File: config.mk
export PLATFORM = sky130hd
export DESIGN_NAME = epv_exception_unit
export DESIGN_NICKNAME = d
export VERILOG_FILES = /design/src/hdl/epv_pkg.sv /design/src/hdl/epv_exception_unit.sv /design/src/hdl/epv_dbg_match.sv /design/src/hdl/epv_prio_pick.sv
export SDC_FILE = /design/constraint.sdc
export NUM_CORES = 1
export LEC_CHECK = 0
export ABC_AREA = 0
export BUFFER_PORTS_ARGS = -buffer_cell sky130_fd_sc_hd__clkbuf_2
export CELL_PAD_IN_SITES_DETAIL_PLACEMENT = 1
export CELL_PAD_IN_SITES_GLOBAL_PLACEMENT = 2
export CORE_AREA = 8 8 217 323
export CTS_CLUSTER_SIZE = 20
export DETAILED_ROUTE_END_ITERATION = 12
export DIE_AREA = 0 0 225 331
export HOLD_SLACK_MARGIN = 0.15
export PLACE_DENSITY_LB_ADDON = 0.1
export SYNTH_ARGS = -nofsm -noshare
export SYNTH_HDL_FRONTEND = slang
export SYNTH_HIERARCHICAL = 1
export SYNTH_SLANG_ARGS = --single-unit
File: constraint.sdc
create_clock -name clock -period 14.3 [get_ports clock]
set_input_delay 2.86 -clock clock [delete_from_list [all_inputs] [get_ports clock]]
set_output_delay 2.86 -clock clock [all_outputs]
set_load 0.02 [all_outputs]
File: src/hdl/epv_pkg.sv
// Notes on behaviour
// - traps are reported only after the causing instruction has completed.
// - a vector call opcode reaches handler n whatever the interrupt enable flag.
// - the breakpoint opcode is a software interrupt through vector 3.
// - with the single step flag set, vector 1 follows every executed instruction.
// - an access matching any of four debug addresses raises vector 1.
// - faults are reported before completion; saved pointer addresses the faulting instruction.
// - vector 1 is a fault, except data breakpoint and single step traps.
// - double fault on vector 8 is the only abort; no restart follows.
// - servicing saves pointer and flags, plus error code for some protected exceptions.
// - 256 vectors; lowest 32 predefined; software calls may use any up to 255.
// - nonmaskable interrupt uses vector 2; any illegal opcode raises vector 6.
// - writing one to bit 2 of config register EBh raises a nonmaskable interrupt.
// - accepting a maskable interrupt runs acknowledge cycles to fetch its vector.
// - table entries are 4 bytes in real mode, 8 bytes in protected mode.
// - after reset the table pointer holds base 00000000h and limit 3FFh.
// - interrupt gate entry clears the interrupt enable flag; trap gates keep it.
// - order: reset, management, previous debug, next debug, nonmaskable, maskable.
// - nonmaskable beats maskable when both arrive at one boundary.
// - maskable interrupt accepted only with request asserted and enable flag one.
// - then fetch, decode, device absent, float error, segment, page, alignment.
// - device absent: wait with switched and monitor; escape with emulation or switched.
// - float error raised for unmasked float exception only with error reporting one.
// - each attempt to execute an instruction yields at most one exception.
// - every fault is restartable except a switch into a partly absent task block.
// - acknowledge reads one 8-bit vector driven by the interrupt controller.
package epv_pkg;
    localparam logic [7:0] VEC_DIV = 8'h00;
    localparam logic [7:0] VEC_DEBUG = 8'h01;
    localparam logic [7:0] VEC_NMI = 8'h02;
    localparam logic [7:0] VEC_BRK = 8'h03;
    localparam logic [7:0] VEC_DNA = 8'h07;
    localparam logic [7:0] VEC_DOUBLE = 8'h08;
    localparam logic [7:0] VEC_INVALID = 8'h06;
    localparam logic [7:0] VEC_PAGE = 8'h0E;
    localparam logic [7:0] VEC_FPU = 8'h10;
    localparam logic [7:0] VEC_ALIGN = 8'h11;
    localparam int FLAG_TF = 8;
    localparam int FLAG_IF = 9;
    localparam int CONFIG_CTRL_SEVEN_NMI_BIT = 2;
    localparam int CTL_TS = 0;
    localparam int CTL_MP = 1;
    localparam int CTL_EM = 2;
    localparam int CTL_NE = 3;
    localparam int CTL_PE = 4;
    localparam logic [7:0] CONFIG_CTRL_SEVEN_IDX = 8'hEB;
    localparam logic [11:0] OFS_FLAGS = 12'h000;
    localparam logic [11:0] OFS_CTL = 12'h004;
    localparam logic [11:0] OFS_BASE = 12'h008;
    localparam logic [11:0] OFS_LIMIT = 12'h00C;
    localparam logic [11:0] OFS_DBG0 = 12'h010;
    localparam logic [11:0] OFS_STATUS = 12'h020;
    localparam logic [11:0] OFS_CONFIG_CTRL_SEVEN = {2'h0, CONFIG_CTRL_SEVEN_IDX, 2'h0};
    localparam logic [31:0] FLAGS_RST = 32'h00000002;
    localparam logic [31:0] BASE_RST = 32'h00000000;
    localparam logic [15:0] LIMIT_RST = 16'h03FF;
    localparam logic [3:0] SIZE_REAL = 4'h4;
    localparam logic [3:0] SIZE_PROT = 4'h8;
    localparam int NLVL = 16;
    typedef enum logic [2:0] {
        CL_TRAP = 3'h0, CL_FAULT = 3'h1, CL_ABORT = 3'h2,
        CL_MASKABLE_REQUEST = 3'h3, CL_SMM = 3'h4
    } epv_class_t;
    typedef struct packed {
        logic instr_done; logic swint; logic [7:0] swint_vec;
        logic brk_op; logic ovf_trap; logic instr_bp;
        logic fetch_fault; logic [7:0] fetch_vec; logic decode_fault;
        logic is_wait; logic is_esc; logic fpu_unmasked;
        logic seg_fault; logic [7:0] seg_vec; logic page_fault;
        logic align_fault; logic exec_fault; logic [7:0] exec_vec;
        logic deliver_fault; logic tss_partial;
    } epv_event_t;
    typedef struct packed {
        logic [7:0] vector; epv_class_t cls; logic restart;
        logic push_err; logic [31:0] save_ip; logic [31:0] save_flags;
        logic [31:0] entry_addr; logic [3:0] entry_size; logic limit_err;
    } epv_result_t;
endpackage

File: src/hdl/epv_exception_unit.sv
`timescale 1ns/1ps
`default_nettype none
module epv_exception_unit (
    input wire logic clock,
    input wire logic rst,
    input wire logic [11:0] address,
    input wire logic read,
    input wire logic write,
    input wire logic [31:0] writedata,
    output logic [31:0] readdata,
    output logic waitrequest,
    input wire logic boundary,
    input wire epv_pkg::epv_event_t ev,
    input wire logic [31:0] cur_ip,
    input wire logic [31:0] next_ip,
    input wire logic acc_valid,
    input wire logic [31:0] acc_addr,
    input wire logic mgmt_mode_request,
    input wire logic maskable_request,
    output logic inta_req,
    input wire logic inta_ack,
    input wire logic [7:0] inta_vector,
    input wire logic handler_enter,
    input wire logic gate_is_maskable_request,
    input wire logic handler_return,
    output logic busy,
    output logic res_valid,
    output epv_pkg::epv_result_t res
);
    import epv_pkg::*;

    // ****************************************
    // levels and state
    // ****************************************
    localparam int IX_SMI = 0;
    localparam int IX_DBL = 1;
    localparam int IX_PREV_DBG = 2;
    localparam int IX_SWINT = 3;
    localparam int IX_NEXT_DBG = 4;
    localparam int IX_NMI = 5;
    localparam int IX_MASKABLE_REQUEST = 6;
    localparam int IX_FETCH = 7;
    localparam int IX_DECODE = 8;
    localparam int IX_DNA_WAIT = 9;
    localparam int IX_DNA_ESC = 10;
    localparam int IX_FPU = 11;
    localparam int IX_SEG = 12;
    localparam int IX_PAGE = 13;
    localparam int IX_ALIGN = 14;
    localparam int IX_EXEC = 15;

    typedef enum logic [2:0] {
        ST_IDLE = 3'b001,
        ST_ACK = 3'b010,
        ST_HOLD = 3'b100
    } epv_state_t;

    epv_state_t state_q;
    logic [31:0] flags_q;
    logic [4:0] ctl_q;
    logic [31:0] base_q;
    logic [15:0] limit_q;
    logic [4*32-1:0] dbg_q;
    logic [7:0] config_ctrl_seven_q;
    logic nmi_pend_q;
    logic nmi_active_q;
    logic data_bp_q;
    logic ack_q;
    logic res_valid_q;
    epv_result_t res_q;
    logic [NLVL-1:0] lvl_req;
    logic [NLVL-1:0] win;
    logic [NLVL-1:0] win_q;
    logic bp_hit;
    logic wr_fire;
    logic rd_fire;
    logic config_ctrl_seven_nmi_wr;
    logic decide;
    epv_result_t pick;

    // ****************************************
    // register bus
    // ****************************************
    // one wait state on every access; the answer lands at the second edge
    assign waitrequest = (read || write) && !ack_q;
    assign wr_fire = write && ack_q;
    assign rd_fire = read && ack_q;

    always_ff @(posedge clock or posedge rst) begin
        if (rst) begin
            ack_q <= 1'b0;
        end else begin
            ack_q <= (read || write) && !ack_q;
        end
    end

    function automatic logic [31:0] rd_mux(input logic [11:0] a);
        case (a)
            OFS_FLAGS: rd_mux = flags_q;
            OFS_CTL: rd_mux = {27'h0, ctl_q};
            OFS_BASE: rd_mux = base_q;
            OFS_LIMIT: rd_mux = {16'h0, limit_q};
            OFS_DBG0: rd_mux = dbg_q[31:0];
            OFS_DBG0 + 12'h004: rd_mux = dbg_q[63:32];
            OFS_DBG0 + 12'h008: rd_mux = dbg_q[95:64];
            OFS_DBG0 + 12'h00C: rd_mux = dbg_q[127:96];
            OFS_CONFIG_CTRL_SEVEN: rd_mux = {24'h0, config_ctrl_seven_q};
            OFS_STATUS: rd_mux = {21'h0, nmi_active_q, nmi_pend_q,
                                  state_q != ST_IDLE, res_q.vector};
            default: rd_mux = 32'h00000000;
        endcase
    endfunction

    always_ff @(posedge clock or posedge rst) begin
        if (rst) begin
            readdata <= 32'h00000000;
        end else if (read && !ack_q) begin
            readdata <= rd_mux(address);
        end
    end

    always_ff @(posedge clock or posedge rst) begin
        if (rst) begin
            ctl_q <= 5'h00;
            base_q <= BASE_RST;
            limit_q <= LIMIT_RST;
            dbg_q <= '0;
            config_ctrl_seven_q <= 8'h00;
        end else if (wr_fire) begin
            case (address)
                OFS_CTL: ctl_q <= writedata[4:0];
                OFS_BASE: base_q <= writedata;
                OFS_LIMIT: limit_q <= writedata[15:0];
                OFS_DBG0: dbg_q[31:0] <= writedata;
                OFS_DBG0 + 12'h004: dbg_q[63:32] <= writedata;
                OFS_DBG0 + 12'h008: dbg_q[95:64] <= writedata;
                OFS_DBG0 + 12'h00C: dbg_q[127:96] <= writedata;
                OFS_CONFIG_CTRL_SEVEN: config_ctrl_seven_q <= writedata[7:0];
                default: ;
            endcase
        end
    end

    // ****************************************
    // flags word
    // ****************************************
    // hardware clearing of the enable flag wins over a bus write that lands in the same cycle
    always_ff @(posedge clock or posedge rst) begin
        if (rst) begin
            flags_q <= FLAGS_RST;
        end else if (handler_enter && gate_is_maskable_request) begin
            flags_q[FLAG_IF] <= 1'b0;
        end else if (wr_fire && address == OFS_FLAGS) begin
            flags_q <= writedata;
        end
    end

    // ****************************************
    // nonmaskable tracking
    // ****************************************
    assign config_ctrl_seven_nmi_wr = wr_fire && address == OFS_CONFIG_CTRL_SEVEN && writedata[CONFIG_CTRL_SEVEN_NMI_BIT];
    assign decide = state_q == ST_IDLE && boundary;

    // only one further request is remembered while a handler runs
    always_ff @(posedge clock or posedge rst) begin
        if (rst) begin
            nmi_pend_q <= 1'b0;
        end else if (config_ctrl_seven_nmi_wr) begin
            nmi_pend_q <= 1'b1;
        end else if (decide && win[IX_NMI]) begin
            nmi_pend_q <= 1'b0;
        end
    end

    always_ff @(posedge clock or posedge rst) begin
        if (rst) begin
            nmi_active_q <= 1'b0;
        end else if (decide && win[IX_NMI]) begin
            nmi_active_q <= 1'b1;
        end else if (handler_return) begin
            nmi_active_q <= 1'b0;
        end
    end

    // ****************************************
    // data breakpoints
    // ****************************************
    epv_dbg_match #(
        .NREG(4)
    ) u_match (
        .addr_regs(dbg_q),
        .acc_valid(acc_valid),
        .acc_addr(acc_addr),
        .hit(bp_hit)
    );

    // a hit during the boundary cycle is kept for the next instruction
    always_ff @(posedge clock or posedge rst) begin
        if (rst) begin
            data_bp_q <= 1'b0;
        end else if (bp_hit) begin
            data_bp_q <= 1'b1;
        end else if (decide && ev.instr_done) begin
            data_bp_q <= 1'b0;
        end
    end

    // ****************************************
    // arbitration
    // ****************************************
    always_comb begin
        lvl_req = '0;
        lvl_req[IX_SMI] = mgmt_mode_request;
        lvl_req[IX_DBL] = ev.deliver_fault;
        lvl_req[IX_PREV_DBG] = ev.instr_done && (flags_q[FLAG_TF] || data_bp_q);
        lvl_req[IX_SWINT] = ev.instr_done && (ev.swint || ev.brk_op || ev.ovf_trap);
        lvl_req[IX_NEXT_DBG] = ev.instr_bp;
        lvl_req[IX_NMI] = nmi_pend_q && !nmi_active_q;
        lvl_req[IX_MASKABLE_REQUEST] = maskable_request && flags_q[FLAG_IF];
        lvl_req[IX_FETCH] = ev.fetch_fault;
        lvl_req[IX_DECODE] = ev.decode_fault;
        lvl_req[IX_DNA_WAIT] = ev.is_wait && ctl_q[CTL_TS] && ctl_q[CTL_MP];
        lvl_req[IX_DNA_ESC] = ev.is_esc && (ctl_q[CTL_EM] || ctl_q[CTL_TS]);
        lvl_req[IX_FPU] = ev.fpu_unmasked && ctl_q[CTL_NE];
        lvl_req[IX_SEG] = ev.seg_fault;
        lvl_req[IX_PAGE] = ev.page_fault;
        lvl_req[IX_ALIGN] = ev.align_fault;
        lvl_req[IX_EXEC] = ev.exec_fault;
    end

    epv_prio_pick #(
        .N(NLVL)
    ) u_pick (
        .req(lvl_req),
        .grant(win)
    );

    function automatic logic [7:0] sw_vec(input epv_event_t e);
        if (e.brk_op) begin
            sw_vec = VEC_BRK;
        end else if (e.swint) begin
            sw_vec = e.swint_vec;
        end else begin
            sw_vec = VEC_BRK + 8'h01;
        end
    endfunction

    function automatic logic err_vec(input logic [7:0] v, input logic pe);
        err_vec = pe && (v == VEC_DOUBLE || v == VEC_ALIGN || v == VEC_PAGE
                         || (v >= 8'h0A && v <= 8'h0D));
    endfunction

    // table entry location; reaching past the limit sets limit_err and keeps the vector
    function automatic epv_result_t finish(input epv_result_t r, input logic pe,
                                           input logic [31:0] b, input logic [15:0] l);
        logic [31:0] ofs;
        logic [31:0] last;
        ofs = pe ? {21'h0, r.vector, 3'h0} : {22'h0, r.vector, 2'h0};
        r.entry_size = pe ? SIZE_PROT : SIZE_REAL;
        last = ofs + {28'h0, r.entry_size} - 32'h00000001;
        r.limit_err = r.cls != CL_SMM && last > {16'h0, l};
        r.entry_addr = b + ofs;
        r.push_err = r.cls != CL_SMM && err_vec(r.vector, pe);
        finish = r;
    endfunction

    always_comb begin
        pick = '0;
        pick.save_flags = flags_q;
        pick.save_ip = next_ip;
        pick.cls = CL_FAULT;
        pick.restart = 1'b1;
        case (1'b1)
            win[IX_SMI]: begin
                pick.cls = CL_SMM;
                pick.restart = 1'b0;
            end
            win[IX_DBL]: begin
                pick.vector = VEC_DOUBLE;
                pick.cls = CL_ABORT;
                pick.restart = 1'b0;
                pick.save_ip = cur_ip;
            end
            win[IX_PREV_DBG]: begin
                pick.vector = VEC_DEBUG;
                pick.cls = CL_TRAP;
            end
            win[IX_SWINT]: begin
                pick.vector = sw_vec(ev);
                pick.cls = CL_TRAP;
            end
            win[IX_NEXT_DBG]: begin
                pick.vector = VEC_DEBUG;
                pick.save_ip = cur_ip;
            end
            win[IX_NMI]: begin
                pick.vector = VEC_NMI;
                pick.cls = CL_MASKABLE_REQUEST;
            end
            win[IX_FETCH]: begin
                pick.vector = ev.fetch_vec;
                pick.save_ip = cur_ip;
            end
            win[IX_DECODE]: begin
                pick.vector = VEC_INVALID;
                pick.save_ip = cur_ip;
            end
            win[IX_DNA_WAIT], win[IX_DNA_ESC]: begin
                pick.vector = VEC_DNA;
                pick.save_ip = cur_ip;
            end
            win[IX_FPU]: begin
                pick.vector = VEC_FPU;
                pick.save_ip = cur_ip;
            end
            win[IX_SEG]: begin
                pick.vector = ev.seg_vec;
                pick.save_ip = cur_ip;
            end
            win[IX_PAGE]: begin
                pick.vector = VEC_PAGE;
                pick.save_ip = cur_ip;
            end
            win[IX_ALIGN]: begin
                pick.vector = VEC_ALIGN;
                pick.save_ip = cur_ip;
            end
            win[IX_EXEC]: begin
                pick.vector = ev.exec_vec;
                pick.save_ip = cur_ip;
            end
            default: begin
                pick.vector = VEC_DIV;
            end
        endcase
        if (pick.cls == CL_FAULT && ev.tss_partial) begin
            pick.restart = 1'b0;
        end
        pick = finish(pick, ctl_q[CTL_PE], base_q, limit_q);
    end

    // ****************************************
    // decision sequencer
    // ****************************************
    // the maskable vector is only known after acknowledge, so that case waits in ST_ACK
    always_ff @(posedge clock or posedge rst) begin
        if (rst) begin
            state_q <= ST_IDLE;
        end else begin
            case (state_q)
                ST_IDLE: begin
                    if (decide && win[IX_MASKABLE_REQUEST]) begin
                        state_q <= ST_ACK;
                    end else if (decide && |win) begin
                        state_q <= ST_HOLD;
                    end
                end
                ST_ACK: begin
                    if (inta_ack) begin
                        state_q <= ST_HOLD;
                    end
                end
                ST_HOLD: state_q <= ST_IDLE;
                default: state_q <= ST_IDLE;
            endcase
        end
    end

    assign inta_req = state_q == ST_ACK;
    assign busy = state_q != ST_IDLE;

    always_ff @(posedge clock or posedge rst) begin
        if (rst) begin
            res_q <= '0;
            win_q <= '0;
        end else if (decide && |win) begin
            res_q <= pick;
            win_q <= win;
            if (win[IX_MASKABLE_REQUEST]) begin
                res_q.cls <= CL_MASKABLE_REQUEST;
            end
        end else if (state_q == ST_ACK && inta_ack) begin
            res_q <= finish('{vector: inta_vector, cls: CL_MASKABLE_REQUEST, restart: 1'b1,
                              push_err: 1'b0, save_ip: res_q.save_ip,
                              save_flags: res_q.save_flags, entry_addr: 32'h0,
                              entry_size: 4'h0, limit_err: 1'b0},
                            ctl_q[CTL_PE], base_q, limit_q);
        end
    end

    always_ff @(posedge clock or posedge rst) begin
        if (rst) begin
            res_valid_q <= 1'b0;
        end else begin
            res_valid_q <= (decide && |win && !win[IX_MASKABLE_REQUEST])
                           || (state_q == ST_ACK && inta_ack);
        end
    end

    assign res_valid = res_valid_q;
    assign res = res_q;

    // ****************************************
    // checks
    // ****************************************
    chk_single_result: assert property (@(posedge clock) disable iff (rst)
        res_valid |=> !res_valid) else $error("two results in a row");
    chk_maskable_request_gated: assert property (@(posedge clock) disable iff (rst)
        $rose(inta_req) |-> $past(flags_q[FLAG_IF]) && $past(maskable_request))
        else $error("acknowledge without enable");
    chk_nmi_vector: assert property (@(posedge clock) disable iff (rst)
        res_valid && win_q[IX_NMI] |-> res.vector == VEC_NMI && res.cls == CL_MASKABLE_REQUEST)
        else $error("nonmaskable vector wrong");
    chk_nmi_first: assert property (@(posedge clock) disable iff (rst)
        decide && lvl_req[IX_NMI] && lvl_req[IX_MASKABLE_REQUEST] |=> state_q == ST_HOLD ##1 res.vector == VEC_NMI)
        else $error("maskable beat nonmaskable");
    chk_step_trap: assert property (@(posedge clock) disable iff (rst)
        decide && win[IX_PREV_DBG] |=> res_valid && res.vector == VEC_DEBUG && res.cls == CL_TRAP)
        else $error("single step trap wrong");
    chk_fault_restart: assert property (@(posedge clock) disable iff (rst)
        decide && |win[IX_EXEC:IX_FETCH] && !ev.tss_partial
        |=> res_valid && res.restart && res.save_ip == $past(cur_ip))
        else $error("fault not restartable");
    chk_entry_size: assert property (@(posedge clock) disable iff (rst)
        res_valid && res.cls != CL_SMM |-> res.entry_size == (ctl_q[CTL_PE] ? SIZE_PROT : SIZE_REAL))
        else $error("entry size wrong");
    chk_ack_hold: assert property (@(posedge clock) disable iff (rst)
        inta_req && !inta_ack |=> inta_req) else $error("acknowledge dropped");
    chk_nmi_write: assert property (@(posedge clock) disable iff (rst)
        config_ctrl_seven_nmi_wr |=> nmi_pend_q) else $error("nonmaskable not pending");
    chk_table_reset: assert property (@(posedge clock) disable iff (rst)
        $past(rst) |-> base_q == BASE_RST && limit_q == LIMIT_RST)
        else $error("table pointer reset wrong");
    cov_maskable_request_ack: cover property (@(posedge clock) disable iff (rst) inta_req ##1 inta_ack);
    cov_nmi: cover property (@(posedge clock) disable iff (rst) res_valid && res.vector == VEC_NMI);
    cov_abort: cover property (@(posedge clock) disable iff (rst) res_valid && res.cls == CL_ABORT);
endmodule // epv_exception_unit
`default_nettype wire

File: src/hdl/epv_dbg_match.sv
`timescale 1ns/1ps
`default_nettype none
module epv_dbg_match #(
    parameter int NREG = 4
) (
    input wire logic [NREG*32-1:0] addr_regs,
    input wire logic acc_valid,
    input wire logic [31:0] acc_addr,
    output logic hit
);
    logic [NREG-1:0] m;
    genvar g;
    generate
        for (g = 0; g < NREG; g++) begin : g_cmp
            assign m[g] = acc_valid && (acc_addr == addr_regs[g*32 +: 32]);
        end
    endgenerate
    assign hit = |m;
endmodule // epv_dbg_match
`default_nettype wire

File: src/hdl/epv_prio_pick.sv
`timescale 1ns/1ps
`default_nettype none
module epv_prio_pick #(
    parameter int N = 16
) (
    input wire logic [N-1:0] req,
    output logic [N-1:0] grant
);
    // lowest index wins; at most one grant keeps one exception per attempt
    always_comb begin
        grant = '0;
        for (int i = N - 1; i >= 0; i--) begin
            if (req[i]) begin
                grant = '0;
                grant[i] = 1'b1;
            end
        end
    end
endmodule // epv_prio_pick
`default_nettype wire

==> results.py <==
metrics = {
    "cts": {
        "cts-resized-gates": 0,
        "clk_latency_ns": 0.58,
        "clk_pin_slew_worst_paths_ns": 0.06,
        "ctsLongestPathBuffers": 3,
        "cts.hold.buffers_added": 0,
        "cts_sinks": 373,
        "cts_setup_buffers": 0,
        "cts_tree": "yes",
        "cts_root_buf": "clkbuf_16",
        "htreeDepth": 2,
        "cts_made_buffers": 43,
    },
    "global_routing": {
        "grt_max_degree": 167,
        "grt_pass1_vias": 18400,
        "track_usage_pct": 22.6,
        "grt_pass1_wl_um": 125000,
        "gr-total-overflow": 0,
        "antenna_found_initial": 11,
    },
    "sta": {
        "tightest_slew_ns": 1.18,
        "fin_worst_skew_ns": 0.0286,
        "drv_slew": 0,
        "fin_crit_sh_pct": 58.6,
        "max_freq_ghz": 0.119,
        "hold_viol": 0,
        "setup_viol": 0,
        "rsz0062_at_grt": "no",
        "period_needed_ns": 8.39,
        "max_slew_margin_pct": 21.6,
        "fin_setup_tns_ns": 0,
    },
    "yosys": {
        "syn-instance-count": 1900,
        "synth_cell_types": 77,
        "netlist_area_um2": 20000,
        "synth-seq-cells": 373,
        "ys_seq_area_share_pct": 46.7,
        "synthFlopType": "dfrtp_1",
        "synth_edf_count": 0,
        "synth_area_per_cell_um2": 10.5,
        "synthArstFlopShare_pct": 100,
        "yosysWarnings": 6,
    },
    "power": {
        "pwr-share-comb_pct": 13.8,
        "internal_power_mw": 1.90,
        "switching_power_mw": 0.756,
        "p_seq_share_pct": 42.7,
        "peakVddDrop_v": 0.0000747,
        "p_leak_nw": 12.2,
        "switching_share_pct": 28.4,
        "p_clk_share_pct": 43.6,
        "powerDensity_nw_per_um2": 110,
    },
    "routing": {
        "via_count": 16400,
        "drtIter0Drc": 859,
        "ant_nets": 0,
        "drcViolationCount": 0,
        "vias_per_cell": 5.21,
        "finalWirelength_um": 84600,
        "post_drt_wl_per_cell_um": 26.9,
        "firstDrtPassIters": 5,
    },
    "critical_path": {
        "start_kind": "input port",
        "crit_arrival_ns": 8.84,
        "worstSetupPathType": "input port to flop",
        "path_max_fanout": 14,
        "required_ns": 14.75,
        "rr_worst_depth": 23,
        "r2r_slack_ns": 7.84,
        "cp-end-kind": "flop",
    },
    "floorplanning": {
        "fp.dieH_um": 331,
        "start_util_pct": 30.7,
        "dieArea_um2": 74500,
        "io_pins": 358,
        "std_cell_rows": 115,
        "die_w_um": 225,
        "coreArea_um2": 65200,
    },
    "run_status": {
        "outcome": "completed",
    },
    "final_layout": {
        "seqCellArea_um2": 9350,
        "fill_cells": 7362,
        "multi_input_area_um2": 10100,
        "final_nets": 2491,
        "area_growth_pct": 21.2,
        "drive_gt1_share_pct": 31.4,
        "utilization_pct": 37.2,
    },
    "placed_design": {
        "dpl.hpwl_um": 64300,
        "io_buffers": 355,
        "gp_congestion": 0.838,
    },
    "worst_hold_path": {
        "min_path_cells": 2,
        "hold_class": "flop to flop",
    },
    "run": {
        "maxCapViolCount": 0,
    },
}
stage by stage:
stage               total power, mW  setup WS, ns  cell area, um2  hold slack (ns)  instances
floorplan                      1.35          1.10           20000            0.448       1901
global placement               1.53          5.52           22800            0.458       3062
detailed placement             1.53          5.39           22800            0.461       3062
CTS                            2.71          5.96           24200            0.476       3139
global route                   2.77          5.54           24200            0.502       3141
finish                         2.66          5.91           24300            0.470       3144
final timing paths:
path / end / startpoint
min in group asynchronous: flags_q[23] / rst
worst max register to register: res[0] / flags_q[8]
max in group asynchronous: res[98] / rst
worst min-delay path: res[63] / res[63]
worst min register to register: res[63] / res[63]
worst max-delay path: res[0] / mgmt_mode_request
per-layer routing:
metal  up-vias  GRT usage, %  routed length, um
met5         -             0                 79
met4        12          9.05               3520
met3       122          4.52               4210
met2       435          42.5              45200
met1      8313          24.4              31500
li1       7508             -                  -
power by group through the flow:
stage / logic (mW) / clock network [mW] / registers [mW]
after floorplan: 0.150 / 0 / 1.20
after global placement: 0.373 / 0 / 1.15
after detailed placement: 0.377 / 0 / 1.15
after CTS: 0.378 / 1.20 / 1.14
after global routing: 0.404 / 1.23 / 1.14
final: 0.366 / 1.16 / 1.13
cells in the final DEF (no fill, tap or decap), drive strengths merged, types with 12 or more instances in the layout:
master and count:
nand3 46, a22o 39, a22oi 94, nor2 66, mux2 210, nor3 23, nand4 29, xnor2 20
inv 51, o21ai 104, buf 34, xor2 148, ha 50, dfstp 12, mux2i 38, clkbuf 421
and3 17, a21o 12, a21oi 51, nor4 45, nand2 237, dfrtp 361
worst max-delay path, cell delays in order:
cell and delay, ns:
clkbuf_2 0.27, or4_1 0.78, nor4_2 0.70, nand3b_1 0.14, a2111o_1 0.45, a31oi_2 0.43, mux2i_1 0.23, ha_1 0.33
nor2b_1 0.12, o21ai_0 0.27, a21oi_1 0.14, nand2b_1 0.16, a31o_2 0.27, a21oi_1 0.18, xnor2_1 0.16, ha_1 0.28
and3_1 0.15, nand3_1 0.11, nor4_1 0.07, nor4_1 0.22, o31ai_1 0.14, o211a_1 0.15, o32ai_1 0.22
layout make-up:
cell class                      count  area share, %
Multi-Input combinational cell   1372           41.6
Sequential cell                   373           38.5
Timing Repair Buffer              389           8.43
Clock buffer                       66           5.41
Tap cell                          877           4.52
Inverter                           51          0.820
Clock inverter                     11          0.655
Antenna cell                        5         0.0516
sequential cells by signal (all words and copies together), names as in the netlist:
register / flops
dbg_q: 128
config_ctrl_seven_q: 8
ctl_q: 5
res_valid: 1
nmi_pend_q: 1
flags_q: 32
limit_q: 16
nmi_active_q: 1
base_q: 32
res: 112
state_q: 3
ack_q: 1
data_bp_q: 1
readdata: 32
synth_stat cells, drive strengths merged (40+ instances only):
| cell | count | share of area (%) |
|---|---|---|
| nand2 | 237 | 4.4 |
| a21oi | 51 | 1.3 |
| inv | 51 | 0.96 |
| ha | 50 | 3.1 |
| dfrtp | 361 | 45 |
| mux2 | 210 | 12 |
| buf | 40 | 1.1 |
| clkbuf | 65 | 1.2 |
| nand3 | 46 | 1.2 |
| xor2 | 148 | 6.5 |
| o21ai | 104 | 2.6 |
| a22oi | 94 | 3.5 |
| nor4 | 45 | 1.5 |
| nor2 | 66 | 1.3 |
cell families after synthesis:
group	synth area share (%)
xor gates and xnor gates	7.35
adders and majority gates	3.43
muxes	13.7
and+or+nand+nor	13.0
DFF	46.7
other	0.0187
AOI/OAI and AO/OA	12.5
buffers and inverters	3.29
(Power assumes the default switching activity.)
